## config.mk

```make
export PLATFORM = sky130hd
export DESIGN_NAME = tcrd_relay
export DESIGN_NICKNAME = d
export VERILOG_FILES = /design/src/tcrd_pkg.sv /design/src/tcrd_relay.sv
export VERILOG_INCLUDE_DIRS = /design/src /design/src/src
export SDC_FILE = /design/constraint.sdc
export NUM_CORES = 1
export LEC_CHECK = 0
export BUFFER_PORTS_ARGS = -buffer_cell sky130_fd_sc_hd__buf_4
export CAP_MARGIN = 40
export CORE_UTILIZATION = 40
export DETAILED_ROUTE_END_ITERATION = 12
export MAX_ROUTING_LAYER = met4
export PLACE_DENSITY = 0.59
export SLEW_MARGIN = 30
export SYNTH_ARGS = -nofsm -noshare
export SYNTH_HDL_FRONTEND = slang
export SYNTH_SLANG_ARGS = --single-unit
```

## constraint.sdc

```tcl
create_clock -name ref_clk_i -period 4.3 [get_ports ref_clk_i]
set_input_delay 0.645 -clock ref_clk_i [delete_from_list [all_inputs] [get_ports ref_clk_i]]
set_output_delay 0.645 -clock ref_clk_i [all_outputs]
set_load 0.01 [all_outputs]
```

## src/tcrd_consts.svh

```systemverilog
`ifndef TCRD_CONSTS_SVH
`define TCRD_CONSTS_SVH
`define TCRD_CLK_HZ        32'h0098_9680
`define TCRD_TICK_SEC      32'h0000_0001
`define TCRD_TICK_CYCLES   (`TCRD_CLK_HZ * `TCRD_TICK_SEC)
`define TCRD_VAL_MAX       32'h0001_869F
`define TCRD_VAL_MIN       (-32'sh0001_869F)
`define TCRD_HIGH_RST      32'h0000_2710
`define TCRD_LOW_RST       32'h0000_0000
`define TCRD_TIME_MAX      16'h03E7
`define TCRD_CYC_CTL_RST   16'h000A
`define TCRD_CYC_PUL_RST   16'h000A
`define TCRD_ON_RST        16'h0005
`define TCRD_ADR_CTRL      8'h00
`define TCRD_ADR_HIGH      8'h04
`define TCRD_ADR_LOW       8'h08
`define TCRD_ADR_CYCLE     8'h0C
`define TCRD_ADR_ON        8'h10
`define TCRD_ADR_PROC      8'h14
`define TCRD_ADR_STAT      8'h18
`define TCRD_CTRL_MODE     0
`define TCRD_CTRL_INV      1
`define TCRD_CTRL_RST      32'h0000_0000
`define TCRD_CYCLE_RST     32'h0000_000A
`define TCRD_ON_RST32      32'h0000_0005
`endif

```

## src/tcrd_pkg.sv

```systemverilog
package tcrd_pkg;
	typedef enum logic [1:0] {
		TCRD_IDLE = 2'b00,
		TCRD_ON   = 2'b01,
		TCRD_OFF  = 2'b11
	} tcrd_state_t;
	typedef logic signed [31:0] tcrd_val_t;
endpackage : tcrd_pkg

```

## src/tcrd_relay.sv

```systemverilog
`timescale 1ns/1ps
`include "tcrd_consts.svh"
// Contract
// - on when value above both ranges
// - off when value below both ranges
// - hold decision inside dead band
// - active decision pulses by cycle/on times
// - invert: cycle on below both ranges
// - high range signed, default 100.00
// - low range signed, default 0.00
// - invert defaults disabled, reverses sense
// - cycle time 0..999 s, default 10
// - pulse mode fixed duty when input on
// - pulse mode on time per cycle
// - pulse mode off while input off
// - pulse mode invert flips input
module tcrd_relay #(
	parameter int unsigned TICK_CYCLES = `TCRD_TICK_CYCLES
) (
	input  wire logic                ref_clk_i,
	input  wire logic                sys_rst_i,
	input  wire logic                wb_cyc_i,
	input  wire logic                wb_stb_i,
	input  wire logic                wb_we_i,
	input  wire logic [7:0]          wb_adr_i,
	input  wire logic [3:0]          wb_sel_i,
	input  wire logic [31:0]         wb_dat_i,
	output logic      [31:0]         wb_dat_o,
	output logic                     wb_ack_o,
	input  wire tcrd_pkg::tcrd_val_t process_value_i,
	input  wire logic                digital_in_i,
	output logic                     relay_o
);
	import tcrd_pkg::*;

	logic [31:0] ctrl_reg, ctrl_next;
	tcrd_val_t   high_reg, high_next;
	tcrd_val_t   low_reg, low_next;
	logic [15:0] cycle_reg, cycle_next;
	logic [15:0] on_reg, on_next;
	logic [31:0] dat_reg, dat_next;
	logic        ack_reg, ack_next;
	tcrd_val_t   proc_s1_reg, proc_s2_reg;
	logic        din_s1_reg, din_s2_reg;
	logic [31:0] div_reg, div_next;
	logic        tick_reg, tick_next;
	logic [15:0] sec_reg, sec_next;
	logic        dec_reg, dec_next;
	logic        relay_reg, relay_next;
	tcrd_state_t st_reg, st_next;
	logic        req;
	logic [31:0] wmask;
	logic [31:0] wval;

	// two flops on pins; first stage feeds only the second
	always_ff @(posedge ref_clk_i) begin
		if (sys_rst_i) begin
			proc_s1_reg <= '0;
			proc_s2_reg <= '0;
			din_s1_reg <= 1'b0;
			din_s2_reg <= 1'b0;
		end else begin
			proc_s1_reg <= process_value_i;
			proc_s2_reg <= proc_s1_reg;
			din_s1_reg <= digital_in_i;
			din_s2_reg <= din_s1_reg;
		end
	end

	// register bus, answers one cycle after request
	always_comb begin
		ctrl_next  = ctrl_reg;
		high_next  = high_reg;
		low_next   = low_reg;
		cycle_next = cycle_reg;
		on_next    = on_reg;
		dat_next   = dat_reg;
		ack_next   = 1'b0;
		wmask      = {{8{wb_sel_i[3]}}, {8{wb_sel_i[2]}}, {8{wb_sel_i[1]}}, {8{wb_sel_i[0]}}};
		wval       = 32'h0000_0000;
		if (wb_cyc_i && wb_stb_i && !ack_reg) begin
			ack_next = 1'b1;
			dat_next = 32'h0000_0000;
			if (wb_adr_i == `TCRD_ADR_CTRL) begin
				dat_next = ctrl_reg;
				wval = (ctrl_reg & ~wmask) | (wb_dat_i & wmask);
				if (wb_we_i) ctrl_next = wval & 32'h0000_0003;
			end else if (wb_adr_i == `TCRD_ADR_HIGH) begin
				dat_next = high_reg;
				wval = (high_reg & ~wmask) | (wb_dat_i & wmask);
				// out-of-range writes are ignored
				if (wb_we_i && $signed(wval) <= $signed(`TCRD_VAL_MAX)
					&& $signed(wval) >= $signed(`TCRD_VAL_MIN)) high_next = wval;
			end else if (wb_adr_i == `TCRD_ADR_LOW) begin
				dat_next = low_reg;
				wval = (low_reg & ~wmask) | (wb_dat_i & wmask);
				if (wb_we_i && $signed(wval) <= $signed(`TCRD_VAL_MAX)
					&& $signed(wval) >= $signed(`TCRD_VAL_MIN)) low_next = wval;
			end else if (wb_adr_i == `TCRD_ADR_CYCLE) begin
				dat_next = {16'h0000, cycle_reg};
				wval = ({16'h0000, cycle_reg} & ~wmask) | (wb_dat_i & wmask);
				if (wb_we_i && wval <= {16'h0000, `TCRD_TIME_MAX}) cycle_next = wval[15:0];
			end else if (wb_adr_i == `TCRD_ADR_ON) begin
				dat_next = {16'h0000, on_reg};
				wval = ({16'h0000, on_reg} & ~wmask) | (wb_dat_i & wmask);
				if (wb_we_i && wval <= {16'h0000, `TCRD_TIME_MAX}) on_next = wval[15:0];
			end else if (wb_adr_i == `TCRD_ADR_PROC) begin
				dat_next = proc_s2_reg;
			end else if (wb_adr_i == `TCRD_ADR_STAT) begin
				dat_next = {29'h0, dec_reg, din_s2_reg, relay_reg};
			end
		end
	end

	always_ff @(posedge ref_clk_i) begin
		if (sys_rst_i) begin
			ctrl_reg  <= `TCRD_CTRL_RST;
			high_reg  <= `TCRD_HIGH_RST;
			low_reg   <= `TCRD_LOW_RST;
			cycle_reg <= `TCRD_CYC_CTL_RST;
			on_reg    <= `TCRD_ON_RST;
			dat_reg   <= 32'h0000_0000;
			ack_reg   <= 1'b0;
		end else begin
			ctrl_reg  <= ctrl_next;
			high_reg  <= high_next;
			low_reg   <= low_next;
			cycle_reg <= cycle_next;
			on_reg    <= on_next;
			dat_reg   <= dat_next;
			ack_reg   <= ack_next;
		end
	end

	// decision and timing
	always_comb begin
		div_next   = div_reg + 32'h0000_0001;
		tick_next  = 1'b0;
		dec_next   = dec_reg;
		sec_next   = sec_reg;
		st_next    = st_reg;
		relay_next = relay_reg;
		if (div_reg >= TICK_CYCLES - 1) begin
			div_next  = 32'h0000_0000;
			tick_next = 1'b1;
		end
		if (ctrl_reg[`TCRD_CTRL_MODE]) begin
			dec_next = din_s2_reg ^ ctrl_reg[`TCRD_CTRL_INV];
		end else if (!ctrl_reg[`TCRD_CTRL_INV]) begin
			if (proc_s2_reg > high_reg && proc_s2_reg > low_reg) dec_next = 1'b1;
			else if (proc_s2_reg < high_reg && proc_s2_reg < low_reg) dec_next = 1'b0;
			// otherwise hold: dead band
		end else begin
			if (proc_s2_reg < high_reg && proc_s2_reg < low_reg) dec_next = 1'b1;
			else if (proc_s2_reg > high_reg && proc_s2_reg > low_reg) dec_next = 1'b0;
		end
		req = 1'b0;
		case (st_reg)
			TCRD_IDLE: begin
				relay_next = 1'b0;
				sec_next   = 16'h0000;
				if (dec_reg) begin
					st_next    = TCRD_ON;
					relay_next = 1'b1;
				end
			end
			TCRD_ON: begin
				relay_next = 1'b1;
				if (!dec_reg) begin
					st_next    = TCRD_IDLE;
					relay_next = 1'b0;
				end else if (cycle_reg == 16'h0000 || on_reg >= cycle_reg) begin
					sec_next = 16'h0000;
				end else if (tick_reg) begin
					sec_next = sec_reg + 16'h0001;
					if (sec_reg + 16'h0001 >= on_reg) begin
						st_next    = TCRD_OFF;
						relay_next = 1'b0;
					end
				end
			end
			TCRD_OFF: begin
				relay_next = 1'b0;
				if (!dec_reg) begin
					st_next = TCRD_IDLE;
				end else if (cycle_reg == 16'h0000 || on_reg >= cycle_reg) begin
					st_next    = TCRD_ON;
					relay_next = 1'b1;
					sec_next   = 16'h0000;
				end else if (tick_reg) begin
					sec_next = sec_reg + 16'h0001;
					if (sec_reg + 16'h0001 >= cycle_reg) begin
						req        = 1'b1;
						st_next    = TCRD_ON;
						relay_next = (on_reg != 16'h0000);
						sec_next   = 16'h0000;
					end
				end
			end
			default: begin
				st_next    = TCRD_IDLE;
				relay_next = 1'b0;
			end
		endcase
		// zero on time keeps the coil off unless cycle time is also zero
		if (st_next == TCRD_ON && on_reg == 16'h0000 && cycle_reg != 16'h0000) begin
			relay_next = 1'b0;
			if (req) st_next = TCRD_OFF;
		end
	end

	always_ff @(posedge ref_clk_i) begin
		if (sys_rst_i) begin
			div_reg   <= 32'h0000_0000;
			tick_reg  <= 1'b0;
			sec_reg   <= 16'h0000;
			dec_reg   <= 1'b0;
			relay_reg <= 1'b0;
			st_reg    <= TCRD_IDLE;
		end else begin
			div_reg   <= div_next;
			tick_reg  <= tick_next;
			sec_reg   <= sec_next;
			dec_reg   <= dec_next;
			relay_reg <= relay_next;
			st_reg    <= st_next;
		end
	end

	assign wb_dat_o = dat_reg;
	assign wb_ack_o = ack_reg;
	assign relay_o  = relay_reg;
endmodule : tcrd_relay

```

==> flow_metrics.env <==
export IMPL_outcome="completed"
export IMPL_crit_start="sec_reg[1]"
export IMPL_fillers=3252
export IMPL_syn_area_per_cell_um2=8.59
export IMPL_crit_slowest_cell="a2111oi_2"
export IMPL_fp_dieH_um=186
export IMPL_synth_area_top_cells="dfxtp_1, ha_1, nor2_1"
export IMPL_initial_utilization_pct=40.6
export IMPL_synth_top_area_cell="dfxtp_1"
export IMPL_fin_crit_ns=3.94
export IMPL_fin_crit_sh_pct=91.5
export IMPL_critPathArrivalTime_ns=4.41
export IMPL_synth_warning_count=0
export IMPL_area_growth_pct=17.2
export IMPL_first_pass_iters=6
export IMPL_async_flop_share_pct=0
export IMPL_regArea_um2=5000
export IMPL_leakage_nw=6.47
export IMPL_worstSetupStartpointType="flip-flop"
export IMPL_rsz0062_at_grt="no"
export IMPL_hold_worst_slack_ns=0.295
export IMPL_vias=12000
export IMPL_postCtsHoldBufs=0
export IMPL_path_buf_inv=2
export IMPL_yosys_area_share_simple_pct=21.4
export IMPL_path_delay_family="simple AND/OR/NAND/NOR gates"
export IMPL_reg2reg_from="sec_reg[1]"
export IMPL_ir_worst_vdd_uv=361
export IMPL_cts_sinks=250
export IMPL_hold_viol_final=0
export IMPL_htree_levels=1
export IMPL_hold_path_class="input pin to flip-flop"
export IMPL_cts_buffer_depth=3
export IMPL_power_total_mw=5.36
export IMPL_fin_nets=1877
export IMPL_cts_root_buf="clkbuf_16"
export IMPL_placed_cell_area_um2=14900
export IMPL_hpwl_mm=29.3
export IMPL_crit_type="flip-flop to flip-flop"
export IMPL_syn_area_um2=13600
export IMPL_ys_ff_latch=250
export IMPL_synthMuxAreaShare_pct=2.60
export IMPL_fin_tns_setup_ns=0
export IMPL_min_from="process_value_i[22]"
export IMPL_clock_skew_ns=0.00942
export IMPL_power_per_cell_area_nw_per_um2=336
export IMPL_synth_top_family_by_area="simple AND/OR/NAND/NOR gates"
export IMPL_grt_use_total_pct=23.2
export IMPL_synth_most_common_cell="dfxtp_1"
export IMPL_drive_gt1_share_pct=12.7
export IMPL_synth_flop_cell="dfxtp_1"
export IMPL_overflow=0
export IMPL_final_area_um2=15900
export IMPL_synthAdderAreaFrac_pct=10.9
export IMPL_critPathMaxFanout=11
export IMPL_synth_edff_count=0
export IMPL_syn_inst=1580
export IMPL_synth_compound_area_share_pct=20.5
export IMPL_maxSlewViolCount=0
export IMPL_crit_top_cell="and3_2"
export IMPL_wl_mm=39.3
export IMPL_worst_ep_required_time_ns=4.78
export IMPL_synth_xor_area_share_pct=2.32
export IMPL_finalSetupViolations=0
export IMPL_vias_per_cell=5.57
export IMPL_antenna_left=0
export IMPL_drv_cap=0
export IMPL_drt_iter0_markers=936
export IMPL_num_rows=67
export IMPL_gp_congestion=0.911
export IMPL_slew_headroom_pct=47.3
export IMPL_numPortBuffers=115
export IMPL_grt_pass1_vias=11000
export IMPL_diodes=0
export IMPL_coreArea_um2=33400
export IMPL_die_w_um=186
export IMPL_numCtsBuffers=29
export IMPL_critPathMaxStageDelay_ns=0.35
export IMPL_multiInputGateArea_um2=7910
export IMPL_synthTopCellsByCount="dfxtp_1, nor2_1, ha_1"
export IMPL_worst_slew_pin_slew_ns=0.790
export IMPL_grt_max_degree=118
export IMPL_synth_top_area_share_pct=36.9
export IMPL_fmax_mhz=254
export IMPL_cts_tree="built"
export IMPL_clk_pin_slew_ns=0.06
export IMPL_ys_seq_area_share_pct=36.9
export IMPL_path_cells="ha_2 -> and3_2 -> and3_4 -> and3_2 -> and3_2 -> and3_4 -> and3_1 -> xnor2_1 -> inv_1 -> ha_1 -> and4_1 -> a31oi_1 -> nand2_1 -> a2111oi_2 -> o2111a_2 -> buf_4 -> o21ai_0 -> o21ai_0"
export IMPL_end_kind="flip-flop"
export IMPL_insertion_delay_ns=0.56
export IMPL_antenna_found_initial=0
export IMPL_post_route_drc_count=0
export IMPL_synth_cell_types=77
export IMPL_pin_count=116
export IMPL_dieArea_um2=34700
export IMPL_grt_pass1_wl_mm=60.9
export IMPL_wire_per_inst_um=18.3
## repair_timing
| item | in CTS | in global routing |
|---|---|---|
| endpoints found under the setup margin | 0 | 18 |
| setup buffers | 0 | 1 |
| resized for setup | 0 | 10 |
## final cells by class
cell class | instances | share of cell area [%]
flip-flops and latches | 250 | 31.4
inverters | 109 | 2.57
multi-input cells | 1148 | 49.7
clock inverters | 11 | 0.589
well taps | 448 | 3.52
repair buffers | 139 | 6.70
clock buffers | 43 | 5.52
## path summary, 6_finish.rpt
check,endpoint,slack [ns],depth (start not counted)
hold reg to reg,proc_s2_reg[19],0.43,1
setup reg to reg,sec_reg[15],0.36,18
hold / removal,proc_s1_reg[22],0.30,2
setup / recovery,sec_reg[15],0.36,18
## worst reg2reg max path, cell delays in order (launching register included)
cell	delay, ns
dfxtp_1	0.33
ha_2	0.20
and3_2	0.24
and3_4	0.20
and3_2	0.23
and3_2	0.24
and3_4	0.20
and3_1	0.19
xnor2_1	0.18
inv_1	0.09
ha_1	0.28
and4_1	0.20
a31oi_1	0.17
nand2_1	0.12
a2111oi_2	0.35
o2111a_2	0.30
buf_4	0.18
o21ai_0	0.09
o21ai_0	0.08
## through the flow
step | setup WS [ns] | instances | utilization (%)
floorplan | 0.476 | 1587 | -
CTS | 0.166 | 2146 | 47.4
global route | 0.0301 | 2148 | 47.6
finish | 0.365 | 2148 | 47.6
detailed placement | 0.181 | 2092 | 44.5
global placement | 0.298 | 2092 | 44.5
## cells in the final DEF, fill, tap and decap left out, types with 33 or more instances in the layout
cell        n
nor2b_1    74
o21a_1     33
a21oi_1    71
nor2_1    130
ha_1      117
nand2_1    88
nor3_1     34
mux2i_1    33
nand2b_1   53
inv_1     109
dfxtp_1   250
buf_4     137
o21ai_0    68
nand3_1    35
## cells by family (layout without fill, tap and decap cells)
family,count (synthesis),after routing
compound gates,404,404
xor+xnor,36,36
fa+ha+maj,118,118
buf+inv,189,302
flops,250,250
mux,35,35
other cells,1,8
simple gates,547,547
## power breakdown
part | internal (mW) | switching (mW) | total [mW]
clock network | 1.47 | 0.995 | 2.46
registers | 2.37 | 0.0421 | 2.41
logic | 0.203 | 0.276 | 0.479
## layer usage
metal / vias up / GRT usage [%] / routed length [um]
li1: 5905 / - / -
met1: 5629 / 32.3 / 19100
met2: 361 / 34.7 / 16900
met3: 63 / 3.12 / 2230
met4: 0 / 6.98 / 1080
met5: - / - / 0
Power figures use the tool's default switching activity.
